--- src/pkg/dmacm_pkg.sv ---
package dmacm_pkg;

  localparam int NUM_CH = 4;
  localparam int MEM_CH = 3;

  // Register offsets
  localparam logic [3:0] OFF_GLOBAL   = 4'h0;
  localparam logic [3:0] OFF_REMAP    = 4'h1;
  localparam logic [3:0] OFF_CTRL0    = 4'h4;
  localparam logic [3:0] OFF_COUNT0   = 4'h8;
  localparam logic [3:0] OFF_STATUS   = 4'hC;

  // Control field positions
  localparam int CTL_EN   = 0;
  localparam int CTL_DIR  = 1;
  localparam int CTL_CIRCULAR_ENABLE = 2;
  localparam int CTL_STEP = 3;
  localparam int CTL_MEM  = 4;
  localparam int CTL_HALF_TRANSFER_IRQ_ENABLE = 5;
  localparam int CTL_TRANSFER_COMPLETE_IRQ_ENABLE = 6;

  // Remap fields
  localparam int RMP_ADC_LO = 0;
  localparam int RMP_TIM_LO = 2;
  localparam logic [3:0] REMAP_RESET = 4'hC;

  // Address windows
  localparam logic [15:0] REG_PER_LO = 16'h5200;
  localparam logic [15:0] REG_PER_HI = 16'h53FF;
  localparam logic [15:0] REG_RAM_HI = 16'h07FF;
  localparam logic [15:0] MEM_PER_LO = 16'h4000;
  localparam logic [15:0] MEM_PER_HI = 16'h5FFF;
  localparam logic [15:0] M2M_DST_HI = 16'h1FFF;

  // Peripheral request bundle
  typedef struct packed {
    logic       adc_eoc;
    logic       timer4_update_request;
    logic [3:0] fixed_req;
  } dmacm_req_type;

  // Bus request toward memory/peripheral bus
  typedef struct packed {
    logic        valid;
    logic [1:0]  ch;
    logic [15:0] src;
    logic [15:0] dst;
  } dmacm_xfer_type;

  typedef enum logic [1:0] {
    ST_IDLE = 2'b00,
    ST_BUSY = 2'b01
  } dmacm_state_type;

  typedef struct packed {
    logic [6:0]  ctrl;
    logic [7:0]  init;
    logic [7:0]  cnt;
    logic [15:0] pptr;
    logic [15:0] mptr;
    logic [15:0] mbase;
    logic [15:0] pbase;
    logic        dirty;
    logic        htf;
    logic        tcf;
  } dmacm_ch_type;

endpackage

--- src/design/dmacm_top.sv ---
// Contract
// - Circular: reload count at zero, continue
// - Memory-to-memory only on channel 3
// - M2M starts on enable, ignores requests
// - M2M stops when count reaches zero
// - M2M ignores circular bit
// - M2M ignores direction: pointer0 to pointer1
// - M2M source increments, destination per step
// - Regular channels peripheral window 5200-53FF
// - Regular channels RAM 0000-07FF only
// - Channel 3 peripheral window 4000-5FFF
// - M2M destination within 0000-1FFF
// - Channel or global enable suspends anytime
// - Disable completes current item first
// - Re-enable unchanged resumes transaction
// - Count rewritten while suspended restarts fresh (code drops count writes while channel enable is on, even with global off)
// - Channel request is OR of mapped
// - Converter request remap bits [1:0]
// - Timer4 request remap bits [3:2]
// - Fixed per-channel peripheral mapping ORed
// - Count decrements per completed item
// - Non-circular: no requests after zero
// - Half and complete flags with enables
`timescale 1ns/100ps
module dmacm_top (
  input  wire logic                     mclk,        // System clock
  input  wire logic                     rst_b,       // Sync reset, active low
  input  wire logic                     clk_en,      // Freezes all state when low
  input  wire logic [3:0]               reg_addr,    // Register word address
  input  wire logic [15:0]              reg_wdata,   // Write data
  input  wire logic                     reg_wr,      // Write strobe
  input  wire logic                     reg_rd,      // Read strobe
  output      logic [15:0]              reg_rdata,   // Read data, cycle after strobe
  input  wire dmacm_pkg::dmacm_req_type periph_req [4], // Peripheral requests per channel
  output      dmacm_pkg::dmacm_xfer_type xfer,       // Item transfer to bus
  input  wire logic                     xfer_done,   // Bus finished the item
  output      logic [3:0]               chan_req,    // Mapped request per channel
  output      logic [3:0]               irq_ch       // Per-channel flag interrupt
);
  import dmacm_pkg::*;

  typedef struct packed {
    dmacm_ch_type [3:0] ch;
    logic               gen;
    logic [3:0]         remap;
    dmacm_state_type    state;
    logic [1:0]         cur;
    dmacm_xfer_type     xfer;
    logic [15:0]        rdata;
  } dmacm_st_type;

  dmacm_st_type st;
  dmacm_st_type next_st;

  logic [3:0] active;
  logic [3:0] m2m;
  logic [3:0] want;
  logic       pick_ok;
  logic [1:0] pick;

  // Request mux with remappable converter and timer requests
  always_comb begin
    for (int i = 0; i < NUM_CH; i++) begin
      chan_req[i] = |periph_req[i].fixed_req
                  | (periph_req[0].adc_eoc && st.remap[RMP_ADC_LO +: 2] == 2'(i))
                  | (periph_req[0].timer4_update_request
                     && st.remap[RMP_TIM_LO +: 2] == 2'(i));
    end
  end

  always_comb begin
    pick_ok = 1'b0;
    pick    = 2'h0;
    for (int i = 0; i < NUM_CH; i++) begin
      m2m[i]    = (i == MEM_CH) && st.ch[i].ctrl[CTL_MEM];
      active[i] = st.gen && st.ch[i].ctrl[CTL_EN] && st.ch[i].cnt != 8'h00;
      want[i]   = active[i] && (m2m[i] || chan_req[i]);
    end
    for (int i = NUM_CH - 1; i >= 0; i--) begin
      if (want[i]) begin
        pick_ok = 1'b1;
        pick    = 2'(i);
      end
    end
  end

  function automatic logic addr_ok(input int i, input logic m, input logic [15:0] p,
                                   input logic [15:0] a);
    logic ok;
    ok = 1'b0;
    if (m)
      ok = p <= M2M_DST_HI;
    else if (i == MEM_CH)
      ok = p >= MEM_PER_LO && p <= MEM_PER_HI;
    else
      ok = p >= REG_PER_LO && p <= REG_PER_HI && a <= REG_RAM_HI;
    return ok;
  endfunction

  always_comb begin
    logic [1:0] c;
    logic       step_dn;
    next_st = st;
    c       = st.cur;
    step_dn = st.ch[c].ctrl[CTL_STEP];
    next_st.rdata = 16'h0000;
    if (reg_wr && reg_addr == OFF_STATUS) begin
      // Clear before the set below, so a same-cycle set wins
      for (int i = 0; i < NUM_CH; i++) begin
        if (reg_wdata[2*i])
          next_st.ch[i].htf = 1'b0;
        if (reg_wdata[2*i+1])
          next_st.ch[i].tcf = 1'b0;
      end
    end
    case (st.state)
      ST_IDLE: begin
        if (pick_ok) begin
          next_st.cur        = pick;
          next_st.state      = ST_BUSY;
          next_st.xfer.valid = addr_ok(int'(pick), m2m[pick], st.ch[pick].pptr, st.ch[pick].mptr);
          next_st.xfer.ch    = pick;
          if (m2m[pick] || !st.ch[pick].ctrl[CTL_DIR]) begin
            next_st.xfer.src = m2m[pick] ? st.ch[pick].mptr : st.ch[pick].pptr;
            next_st.xfer.dst = m2m[pick] ? st.ch[pick].pptr : st.ch[pick].mptr;
          end else begin
            next_st.xfer.src = st.ch[pick].mptr;
            next_st.xfer.dst = st.ch[pick].pptr;
          end
        end
      end
      ST_BUSY: begin
        // Item finishes even if enable dropped meanwhile
        if (xfer_done || !st.xfer.valid) begin
          next_st.xfer.valid = 1'b0;
          next_st.state      = ST_IDLE;
          if (st.xfer.valid) begin
            next_st.ch[c].cnt = st.ch[c].cnt - 8'h01;
            if (m2m[c]) begin
              next_st.ch[c].mptr = st.ch[c].mptr + 16'h0001;
              next_st.ch[c].pptr = step_dn ? st.ch[c].pptr - 16'h0001 : st.ch[c].pptr + 16'h0001;
            end else begin
              next_st.ch[c].mptr = step_dn ? st.ch[c].mptr - 16'h0001 : st.ch[c].mptr + 16'h0001;
            end
            if (st.ch[c].cnt - 8'h01 == (st.ch[c].init >> 1))
              next_st.ch[c].htf = 1'b1;
            if (st.ch[c].cnt == 8'h01) begin
              next_st.ch[c].tcf = 1'b1;
              if (st.ch[c].ctrl[CTL_CIRCULAR_ENABLE] && !m2m[c]) begin
                next_st.ch[c].cnt  = st.ch[c].init;
                next_st.ch[c].mptr = st.ch[c].mbase;
              end
            end
          end
        end
      end
      default: next_st.state = ST_IDLE;
    endcase
    if (reg_wr) begin
      for (int i = 0; i < NUM_CH; i++) begin
        if (reg_addr == OFF_CTRL0 + 4'(i)) begin
          next_st.ch[i].ctrl = reg_wdata[6:0];
          if (i != MEM_CH)
            next_st.ch[i].ctrl[CTL_MEM] = 1'b0;
          if (reg_wdata[CTL_EN] && !st.ch[i].ctrl[CTL_EN] && st.ch[i].dirty) begin
            next_st.ch[i].cnt   = st.ch[i].init;
            next_st.ch[i].mptr  = st.ch[i].mbase;
            next_st.ch[i].pptr  = st.ch[i].pbase;
            next_st.ch[i].dirty = 1'b0;
          end
        end
        if (reg_addr == OFF_COUNT0 + 4'(i) && !st.ch[i].ctrl[CTL_EN]) begin
          next_st.ch[i].init  = reg_wdata[7:0];
          next_st.ch[i].cnt   = reg_wdata[7:0];
          next_st.ch[i].mptr  = st.ch[i].mbase;
          next_st.ch[i].pptr  = st.ch[i].pbase;
          next_st.ch[i].dirty = 1'b1;
        end
      end
      if (reg_addr == OFF_GLOBAL)
        next_st.gen = reg_wdata[0];
      if (reg_addr == OFF_REMAP)
        next_st.remap = reg_wdata[3:0];
    end
    if (reg_rd) begin
      for (int i = 0; i < NUM_CH; i++) begin
        if (reg_addr == OFF_CTRL0 + 4'(i))
          next_st.rdata = {9'h000, st.ch[i].ctrl};
        if (reg_addr == OFF_COUNT0 + 4'(i))
          next_st.rdata = {8'h00, st.ch[i].cnt};
        if (reg_addr == OFF_STATUS)
          next_st.rdata[2*i +: 2] = {st.ch[i].tcf, st.ch[i].htf};
      end
      if (reg_addr == OFF_GLOBAL)
        next_st.rdata = {15'h0000, st.gen};
      if (reg_addr == OFF_REMAP)
        next_st.rdata = {12'h000, st.remap};
    end
  end

  always_ff @(posedge mclk) begin
    if (!rst_b) begin
      st       <= '0;
      st.remap <= REMAP_RESET;
    end else if (clk_en) begin
      st <= next_st;
    end
  end

  always_comb begin
    for (int i = 0; i < NUM_CH; i++)
      irq_ch[i] = (st.ch[i].htf && st.ch[i].ctrl[CTL_HALF_TRANSFER_IRQ_ENABLE])
                | (st.ch[i].tcf && st.ch[i].ctrl[CTL_TRANSFER_COMPLETE_IRQ_ENABLE]);
  end

  assign reg_rdata = st.rdata;
  assign xfer      = st.xfer;

  m2m_stop_a: assert property (@(posedge mclk) disable iff (!rst_b)
    (clk_en && st.ch[3].cnt == 8'h00 && m2m[3] && st.state == ST_IDLE) |=> !st.xfer.valid || st.xfer.ch != 2'd3)
    else $error("Memory channel moved past zero count");
  no_mem_reg_a: assert property (@(posedge mclk) disable iff (!rst_b)
    !m2m[0] && !m2m[1] && !m2m[2])
    else $error("Regular channel in memory mode");
  circular_enable_reload_a: assert property (@(posedge mclk) disable iff (!rst_b)
    (clk_en && st.state == ST_BUSY && xfer_done && st.xfer.valid && st.ch[st.cur].cnt == 8'h01
     && st.ch[st.cur].ctrl[CTL_CIRCULAR_ENABLE] && !m2m[st.cur] && !reg_wr)
    |=> st.ch[$past(st.cur)].cnt == st.ch[$past(st.cur)].init)
    else $error("Circular count not reloaded");
  gen_hold_a: assert property (@(posedge mclk) disable iff (!rst_b)
    (clk_en && !st.gen && st.state == ST_IDLE) |=> st.state == ST_IDLE)
    else $error("Transfer began with global enable low");
  dec_one_a: assert property (@(posedge mclk) disable iff (!rst_b)
    (clk_en && st.state == ST_BUSY && xfer_done && st.xfer.valid && st.ch[st.cur].cnt > 8'h01 && !reg_wr)
    |=> st.ch[$past(st.cur)].cnt == $past(st.ch[st.cur].cnt) - 8'h01)
    else $error("Count did not drop by one");
  m2m_dst_a: assert property (@(posedge mclk) disable iff (!rst_b)
    (st.xfer.valid && st.xfer.ch == 2'd3 && m2m[3]) |-> st.xfer.dst <= M2M_DST_HI)
    else $error("Memory destination out of window");
  per_win_a: assert property (@(posedge mclk) disable iff (!rst_b)
    (st.xfer.valid && st.xfer.ch != 2'd3 && !st.ch[st.xfer.ch].ctrl[CTL_DIR])
    |-> st.xfer.src >= REG_PER_LO && st.xfer.src <= REG_PER_HI)
    else $error("Regular peripheral address out of window");
  busy_finish_a: assert property (@(posedge mclk) disable iff (!rst_b)
    (st.state == ST_BUSY && st.xfer.valid && !xfer_done) |=> st.state == ST_BUSY)
    else $error("Item abandoned before completion");
  ch3_win_a: assert property (@(posedge mclk) disable iff (!rst_b)
    (st.xfer.valid && st.xfer.ch == 2'd3 && !m2m[3] && !st.ch[3].ctrl[CTL_DIR])
    |-> st.xfer.src >= MEM_PER_LO && st.xfer.src <= MEM_PER_HI)
    else $error("Memory channel peripheral address out of window");
  ram_win_a: assert property (@(posedge mclk) disable iff (!rst_b)
    (st.xfer.valid && st.xfer.ch != 2'd3 && !st.ch[st.xfer.ch].ctrl[CTL_DIR])
    |-> st.xfer.dst <= REG_RAM_HI)
    else $error("Regular memory address out of window");
  m2m_ptr_a: assert property (@(posedge mclk) disable iff (!rst_b)
    (clk_en && st.state == ST_IDLE && pick_ok && pick == 2'd3 && m2m[3])
    |=> st.xfer.src == $past(st.ch[3].mptr) && st.xfer.dst == $past(st.ch[3].pptr))
    else $error("Memory copy pointers swapped");
  fresh_start_a: assert property (@(posedge mclk) disable iff (!rst_b)
    (clk_en && reg_wr && reg_addr == OFF_CTRL0 + 4'h3 && reg_wdata[CTL_EN] && !st.ch[3].ctrl[CTL_EN]
     && st.ch[3].dirty && st.state == ST_IDLE)
    |=> st.ch[3].cnt == st.ch[3].init && st.ch[3].pptr == st.ch[3].pbase)
    else $error("Rewritten count did not restart");
  half_flag_a: assert property (@(posedge mclk) disable iff (!rst_b)
    (clk_en && st.state == ST_BUSY && xfer_done && st.xfer.valid
     && st.ch[st.cur].cnt - 8'h01 == (st.ch[st.cur].init >> 1))
    |=> st.ch[$past(st.cur)].htf)
    else $error("Half flag not raised");

endmodule

--- config.mk ---
export PLATFORM = sky130hd
export DESIGN_NAME = dmacm_top
export DESIGN_NICKNAME = d
export VERILOG_FILES = /design/src/pkg/dmacm_pkg.sv /design/src/design/dmacm_top.sv
export SDC_FILE = /design/constraint.sdc
export NUM_CORES = 1
export LEC_CHECK = 0
export BUFFER_PORTS_ARGS = -buffer_cell sky130_fd_sc_hd__buf_4
export CORE_UTILIZATION = 63
export CTS_BUF_LIST = sky130_fd_sc_hd__clkbuf_2
export CTS_CLUSTER_DIAMETER = 50
export DETAILED_ROUTE_END_ITERATION = 12
export HOLD_SLACK_MARGIN = 0.03
export PLACE_DENSITY = 0.82
export SYNTH_ARGS = -nofsm -noshare
export SYNTH_HDL_FRONTEND = slang
export SYNTH_SLANG_ARGS = --single-unit
--- constraint.sdc ---
create_clock -name mclk -period 5.86 [get_ports mclk]
set_input_delay 1.172 -clock mclk [delete_from_list [all_inputs] [get_ports mclk]]
set_output_delay 1.172 -clock mclk [all_outputs]
set_load 0.005 [all_outputs]
==> run_results.csv, run 1 <==
group,metric,value,unit
layout,final_net_count,1991,
setup_path,rr_startpoint,"xfer[32]",
yosys,yosysWarningCount,0,
setup_path,cp-start-kind,"flip-flop",
clock_network,post_cts.resized_instances,0,
setup_path,cp.buffers_inverters,0,
power,peakVddDrop,0.000148,V
power,share_comb_of_total_power,0.066,
clock_network,cts_h_tree_lvls,3,
yosys,area_share_of_and_or_nand_nor_cells_after_synthesis,0.175,
yosys,avgSynthCellArea,8.56,µm²
global_route,wire_length_of_the_first_global_routing_pass,80.9,mm
clock_network,hold_buffers,0,
floorplanning,horiz_die_dim,163,µm
floorplanning,design.core.area,25400,µm²
power,clockPowerShare,0.390,
yosys,synth_sequential_area_ratio,0.339,
routing,drt-initial-drc-count,2259,
global_route,antenna_found_initial,1,
clock_network,clock_tree.root_cell,"sky130_fd_sc_hd__clkbuf_2",
power,p_sw,1020,µW
clock_network,clk_pin_slew,0.10,ns
routing,post-route-drc-count,0,
place,buffer_ports.inserted,86,
power,internal-power,2480,µW
global_route,grt_max_degree,88,
timing,layout_worst_path_cycle_share,0.697,
setup_path,slowest_delay,0.90,ns
setup_path,timing_worst_setup_path_type,"flip-flop to flip-flop",
power,finalPower,3500,µW
yosys,synth_cell_types,80,
clock_network,clock_sinks,278,
layout,layout-drive-gt1-share,0.182,
layout,syn_to_final_growth,6.12,%
min_path,worstHoldStart,"st[242]",
setup_path,worstRegToRegCells,10,
power,power.density,201,nW/µm²
yosys,synthArstFlopShare,0,
yosys,syn_inst,1918,
setup_path,crit_slowest_cell,"sky130_fd_sc_hd__mux4_2",
timing,finalClockSkew,0.114,ns
setup_path,cp.required,6.59,ns
timing,rsz0062_at_grt,"no",
floorplanning,num_io_pins,109,
run_status,status,"completed",
global_route,total_global_route_track_usage,0.391,
global_route,grt-ovfl-total,0,
routing,wl,52.9,mm
timing,fin_setup_tns,0,ns
yosys,ys.flop_type,"sky130_fd_sc_hd__dfxtp_1",
yosys,synth_seq_cells,278,
min_path,hold_end,"st[242]",
routing,wl_per_cell,22.9,µm
place,place_hpwl,35.9,mm
setup_path,critical-path-top-cell-by-count,"sky130_fd_sc_hd__a21o_1",
yosys,yosys.area_share.xor_xnor,0.0303,
layout,final_core_util,0.686,
timing,fin_crit,4.08,ns
routing,routed_via_density,6.78,
setup_path,critical_path.cell_chain,"mux4_2 -> fa_1 -> a21o_1 -> a21o_1 -> a21oi_1 -> o21ai_0 -> and2_1 -> a2111o_1 -> nand3_1 -> or3b_1",
floorplanning,die_h,163,µm
clock_network,post_cts_buffers,0,
yosys,post_synth_instance_area,16400,µm²
setup_path,worst-r2r-setup-slack,1.78,ns
setup_path,arrival,4.82,ns
place,placedInstanceArea,16800,µm²
floorplanning,dieArea,26700,µm²
setup_path,category_of_cells_accounting_for_the_largest_share_of_critical_path_delay,"compound AO/OA/AOI/OAI gates",
power,pwr-share-seq,0.544,
clock_network,clk-insertion-delay-late,0.89,ns
yosys,ys_top_cells_by_area,"sky130_fd_sc_hd__dfxtp_1, sky130_fd_sc_hd__mux4_2, sky130_fd_sc_hd__mux2i_1, sky130_fd_sc_hd__a21oi_1, sky130_fd_sc_hd__nand2_1",
layout,cell_area_after_layout,17400,µm²
timing,worst_pin_slew,1.16,ns
timing,timing.final.hold_violations,0,
clock_network,clock_path_buffers,3,
routing,ant_nets,0,
floorplanning,floorplan.initialDensity,0.647,
routing,dr.pass1.iters,8,
power,p_leak,0.00624,µW
run,timing.max_cap.violations,0,
yosys,yosysTopAreaCell,"sky130_fd_sc_hd__dfxtp_1",
timing,report.final.setup_viol,0,
global_route,grt_pass1_vias,14533,
min_path,holdCritPathClass,"flip-flop to flip-flop",
floorplanning,floorplan.rows,58,
yosys,synth_top_family_by_area,"compound AO/OA/AOI/OAI gates",
setup_path,setup.worst_path.end_class,"flip-flop",
clock_network,cts_tree,"yes",
setup_path,cp_max_fo,32,
yosys,synth-adder-area-share,0.0149,
timing,worst_slack,1.78,ns
power,netSwitchingFraction,0.292,
setup_path,regToRegEndpoint,"st[395]",
timing,max_clock_freq,245,MHz
yosys,synth_top_cell_area_share,0.339,
yosys,synth_edf_count,0,
routing,num_vias,15665,
timing,slew_limit_fails,0,
place,pre_cts_ws,1.28,ns
timing,slew_headroom,0.219,
min_path,hold_path_depth,2,
place,place_congestion,1.04,
clock_network,tritoncts.num_buffers,73,
yosys,synthMuxAreaShare,0.174,
yosys,synth_compound_area_frac,0.203,
-- metrics by stage --
stage,cells,hold slack (ns)
after detailed placement,2177,0.450
final,2311,0.474
after CTS,2306,0.462
after floorplan,1925,0.437
after global placement,2177,0.451
after global routing,2311,0.503
-- how the worst max path moves through the flow --
stage | slack (ns) | start | depth (start not counted) | endpoint
after floorplan | 1.21 | xfer[33] | 16 | st[395]
after global placement | 1.47 | reg_addr[3] | 9 | st[106]
after detailed placement | 1.28 | periph_req[19] | 10 | xfer[34]
after CTS | 1.84 | xfer[32] | 10 | st[395]
after global routing | 1.56 | xfer[32] | 10 | st[395]
final | 1.78 | xfer[32] | 10 | st[395]
-- cell usage after synthesis, types with 9 or more instances --
cell	instances
sky130_fd_sc_hd__nand2_1	214
sky130_fd_sc_hd__inv_1	25
sky130_fd_sc_hd__and2_1	68
sky130_fd_sc_hd__nor2_1	143
sky130_fd_sc_hd__a21o_1	14
sky130_fd_sc_hd__nor4_1	21
sky130_fd_sc_hd__mux4_2	50
sky130_fd_sc_hd__nand2b_1	9
sky130_fd_sc_hd__a22o_1	23
sky130_fd_sc_hd__o31ai_1	12
sky130_fd_sc_hd__and3_1	11
sky130_fd_sc_hd__mux2_2	67
sky130_fd_sc_hd__xor2_1	20
sky130_fd_sc_hd__dfxtp_1	278
sky130_fd_sc_hd__mux2i_1	96
sky130_fd_sc_hd__buf_4	57
sky130_fd_sc_hd__clkbuf_1	94
sky130_fd_sc_hd__buf_1	10
sky130_fd_sc_hd__nand4_1	9
sky130_fd_sc_hd__o22ai_1	26
sky130_fd_sc_hd__a21oi_1	169
sky130_fd_sc_hd__nor3_1	26
sky130_fd_sc_hd__ha_1	18
sky130_fd_sc_hd__a32o_1	22
sky130_fd_sc_hd__o21ai_0	136
sky130_fd_sc_hd__buf_2	19
sky130_fd_sc_hd__a22oi_1	56
sky130_fd_sc_hd__xnor2_1	35
sky130_fd_sc_hd__nand3_1	63
-- per-layer routing --
layer	share of wire	vias up	wire length (µm)	track usage
li1	-	7020	-	-
met1	0.40	7406	21200	0.542
met2	0.42	1058	22400	0.570
met3	0.14	181	7200	0.109
met4	0.037	0	1970	0.163
met5	0	-	0	0
-- cells in the final DEF, fill, tap and decap left out, types with 9 or more instances in the layout --
| master | netlist | final |
|---|---|---|
| sky130_fd_sc_hd__nor4_1 | 21 | 21 |
| sky130_fd_sc_hd__a32o_1 | 22 | 22 |
| sky130_fd_sc_hd__a21o_1 | 14 | 14 |
| sky130_fd_sc_hd__ha_1 | 18 | 18 |
| sky130_fd_sc_hd__clkbuf_2 | 0 | 103 |
| sky130_fd_sc_hd__a22oi_1 | 56 | 56 |
| sky130_fd_sc_hd__nor3_1 | 26 | 26 |
| sky130_fd_sc_hd__a21oi_1 | 169 | 167 |
| sky130_fd_sc_hd__nand2b_1 | 9 | 9 |
| sky130_fd_sc_hd__mux4_2 | 50 | 50 |
| sky130_fd_sc_hd__mux2i_1 | 96 | 96 |
| sky130_fd_sc_hd__nand2_1 | 214 | 214 |
| sky130_fd_sc_hd__nor2_1 | 143 | 143 |
| sky130_fd_sc_hd__o31ai_1 | 12 | 12 |
| sky130_fd_sc_hd__clkinv_1 | 0 | 17 |
| sky130_fd_sc_hd__xor2_1 | 20 | 20 |
| sky130_fd_sc_hd__and2_1 | 68 | 68 |
| sky130_fd_sc_hd__xnor2_1 | 35 | 35 |
| sky130_fd_sc_hd__buf_4 | 57 | 104 |
| sky130_fd_sc_hd__inv_1 | 25 | 24 |
| sky130_fd_sc_hd__o22ai_1 | 26 | 26 |
| sky130_fd_sc_hd__o21ai_0 | 136 | 136 |
| sky130_fd_sc_hd__nand4_1 | 9 | 9 |
| sky130_fd_sc_hd__mux2_2 | 67 | 67 |
| sky130_fd_sc_hd__dfxtp_1 | 278 | 276 |
| sky130_fd_sc_hd__a22o_1 | 23 | 23 |
| sky130_fd_sc_hd__nand3_1 | 63 | 63 |
| sky130_fd_sc_hd__and3_1 | 11 | 11 |
-- area by class of cell --
cell class / instances / area, µm²
sequential: 278 / 5570
tap: 330 / 413
fill: 2117 / 7970
multi-input combinational: 1439 / 9890
antenna: 5 / 12.5
timing repair buffer: 105 / 801
clock inverter: 26 / 133
clock buffer: 103 / 515
inverter: 25 / 96.3
-- flip-flops by register name, indices dropped and copies added, names as in the netlist --
signal,count
st,234
xfer,35
m2m,1
reg_rdata,8
-- logic make-up after synthesis --
group                    Yosys count
AND/OR/NAND/NOR                  609
flip-flops                       278
adder cells (fa/ha/maj)           19
XOR/XNOR                          56
multiplexers                     214
buffers and inverters            208
AO/OA/AOI/OAI                    533
other                              1
-- power groups by stage --
stage | Sequential, µW | Clock [µW] | Combinational, µW
finish | 1910 | 1370 | 230
global route | 1910 | 1460 | 241
CTS | 1900 | 1370 | 219
detailed placement | 1950 | 0 | 218
global placement | 1950 | 0 | 216
floorplan | 1940 | 0 | 143
-- tightest hold or removal path, stage by stage (launching register included) --
cell	delay [ns]
sky130_fd_sc_hd__dfxtp_1	0.32
sky130_fd_sc_hd__nand2_1	0.06
sky130_fd_sc_hd__a21oi_1	0.06
Note: power is estimated with default switching activity, not from simulation.
==> run 2, diff against run 1 <==
CORE_UTILIZATION = 57   (was 63)
PLACE_DENSITY = 0.79   (was 0.82)
clock period = 3.5 ns   (was 5.86 ns; I/O delays follow)
==> run_results.csv, run 2 (same netlist as run 1, synthesis figures left out) <==
group,metric,value,unit
routing,post-route-drc-count,0,
global_route,grt-ovfl-total,0,
routing,wl,55.2,mm
power,peakVddDrop,0.000220,V
place,pre_cts_ws,0.141,ns
timing,layout_worst_path_cycle_share,0.974,
layout,layout-drive-gt1-share,0.213,
clock_network,cts_h_tree_lvls,3,
floorplanning,floorplan.initialDensity,0.585,
min_path,hold_path_depth,3,
routing,wl_per_cell,22.6,µm
routing,drt-initial-drc-count,2044,
layout,layout_commonest_cell,"sky130_fd_sc_hd__dfxtp_1",
setup_path,worst-r2r-setup-slack,0.09,ns
clock_network,clk-insertion-delay-late,0.93,ns
setup_path,critical_path.cell_chain,"buf_4 -> mux4_2 -> or4_4 -> nor3_2 -> nand2_1 -> and3_1 -> and2_1 -> a32o_1",
clock_network,clock_path_buffers,3,
timing,holdWs,0.151,ns
floorplanning,die_h,172,µm
layout,syn_to_final_growth,10.8,%
global_route,grt_max_degree,69,
timing,timing.final.hold_violations,0,
place,buffer_ports.inserted,86,
setup_path,crit_slowest_cell,"sky130_fd_sc_hd__mux4_2",
setup_path,slowest_delay,0.59,ns
setup_path,cp-start-kind,"flip-flop",
min_path,holdCritPathClass,"input port to flip-flop",
floorplanning,num_io_pins,109,
floorplanning,floorplan.rows,61,
layout,largest_register_ffs,234,
timing,worst_slack,0.0900,ns
timing,finalClockSkew,0.0890,ns
timing,max_clock_freq,293,MHz
timing,slew_headroom,0.367,
layout,final_net_count,2075,
layout,register_bank_with_the_most_flops,"st",
setup_path,arrival,4.15,ns
power,power.density,334,nW/µm²
clock_network,cts_tree,"yes",
min_path,worstHoldStart,"reg_wdata[7]",
global_route,total_global_route_track_usage,0.375,
clock_network,clock_sinks,278,
global_route,grt_pass1_vias,14790,
global_route,antenna_found_initial,1,
routing,num_vias,15874,
routing,ant_nets,0,
min_path,hold_end,"st[412]",
run,timing.max_cap.violations,0,
layout,fillers,2439,
floorplanning,design.core.area,28100,µm²
setup_path,timing_worst_setup_path_type,"flip-flop to flip-flop",
place,place_congestion,1.04,
run_status,status,"completed",
timing,slew_limit_fails,0,
global_route,wire_length_of_the_first_global_routing_pass,84.6,mm
clock_network,tritoncts.num_buffers,75,
setup_path,regToRegEndpoint,"st[108]",
layout,final_cell_mix,"sky130_fd_sc_hd__dfxtp_1, sky130_fd_sc_hd__nand2_1, sky130_fd_sc_hd__buf_4",
timing,worst_pin_slew,0.943,ns
power,p_leak,0.00668,µW
power,finalPower,6080,µW
routing,dr.pass1.iters,6,
setup_path,setup.worst_path.end_class,"flip-flop",
timing,rsz0062_at_grt,"no",
floorplanning,dieArea,29500,µm²
floorplanning,horiz_die_dim,172,µm
place,place_hpwl,38.9,mm
clock_network,clock_tree.root_cell,"sky130_fd_sc_hd__clkbuf_2",
clock_network,clk_pin_slew,0.10,ns
setup_path,rr_startpoint,"xfer[32]",
setup_path,cp_max_fo,14,
layout,final_core_util,0.648,
timing,report.final.setup_viol,0,
timing,fin_crit,3.41,ns
setup_path,cp.required,4.24,ns
clock_network,post_cts_buffers,0,
setup_path,worstRegToRegCells,8,
routing,routed_via_density,6.51,
==> run 2: changes by cell type in the layout (fill, tap and decap cells not counted), sizes merged <==
| cell | before | now |
|---|---|---|
| diode | 5 | 1 |
| dlygate4sd3 | 0 | 1 |
| inv | 29 | 26 |
| clkbuf | 103 | 100 |
| clkinv | 21 | 25 |
| buf | 105 | 186 |
| bufinv | 1 | 3 |
==> run 2: critical path: cells and delay by family, from the launching register on <==
| family | cells | cell delay, ns |
|---|---|---|
| buffers and inverters | 1 | 0.24 |
| muxes | 1 | 0.59 |
| AOI/OAI and AO/OA | 1 | 0.21 |
| DFF | 1 | 0.49 |
| and+or+nand+nor | 5 | 1.76 |
==> run 2: final cells by class <==
| type | count | area, µm² | share of cell area |
|---|---|---|---|
| multi-input cells | 1439 | 9880 | 0.543 |
| flip-flops and latches | 278 | 5570 | 0.306 |
| repair buffers | 187 | 1470 | 0.0806 |
| clock buffers | 100 | 500 | 0.0275 |
| well taps | 378 | 473 | 0.0260 |
| clock inverters | 29 | 213 | 0.0117 |
| inverters | 25 | 96.3 | 0.00529 |
| diodes | 1 | 2.50 | 0.000137 |
==> run 2: worst max-delay path by stage <==
stage / startpoint / to / slack (ns) / depth (start not counted)
2_1_floorplan: xfer[33] / st[395] / -0.32 / 16
3_3_place_gp: xfer[32] / st[396] / 0.16 / 11
3_5_place_dp: periph_req[13] / xfer[19] / 0.14 / 10
4_1_cts: xfer[33] / st[287] / 0.10 / 10
5_1_grt: xfer[32] / st[106] / 0.01 / 8
6_report: xfer[32] / st[108] / 0.09 / 8
==> run 2: metal layers <==
| metal | routed length (µm) | vias to the layer above | track usage |
|---|---|---|---|
| met2 | 24000 | 964 | 0.569 |
| met4 | 1720 | 0 | 0.132 |
| met3 | 6360 | 145 | 0.0913 |
| met5 | 0 | - | 0 |
| li1 | - | 7172 | - |
| met1 | 23100 | 7593 | 0.516 |
==> run 2: repair_timing <==
action | 4_1_cts | 5_1_grt
hold endpoints to repair | 1 | 0
hold buffers | 1 | 0
endpoints found under the setup margin | 0 | 8
resized for setup | 0 | 3
==> run 2: power breakdown <==
part / total [µW] / internal (µW) / switching [µW]
clock: 2470 / 1010 / 1460
combinational: 417 / 131 / 287
sequential: 3190 / 3170 / 16.0
total: 6080 / 4320 / 1760
==> run 2: stage by stage <==
stage | TNS (ns) | area, µm² | std cells
finish | 0 | 18200 | 2437
global route | 0 | 18200 | 2437
CTS | 0 | 18200 | 2436
detailed placement | 0 | 17500 | 2306
global placement | 0 | 17500 | 2306
floorplan | -0.630 | 16500 | 1925
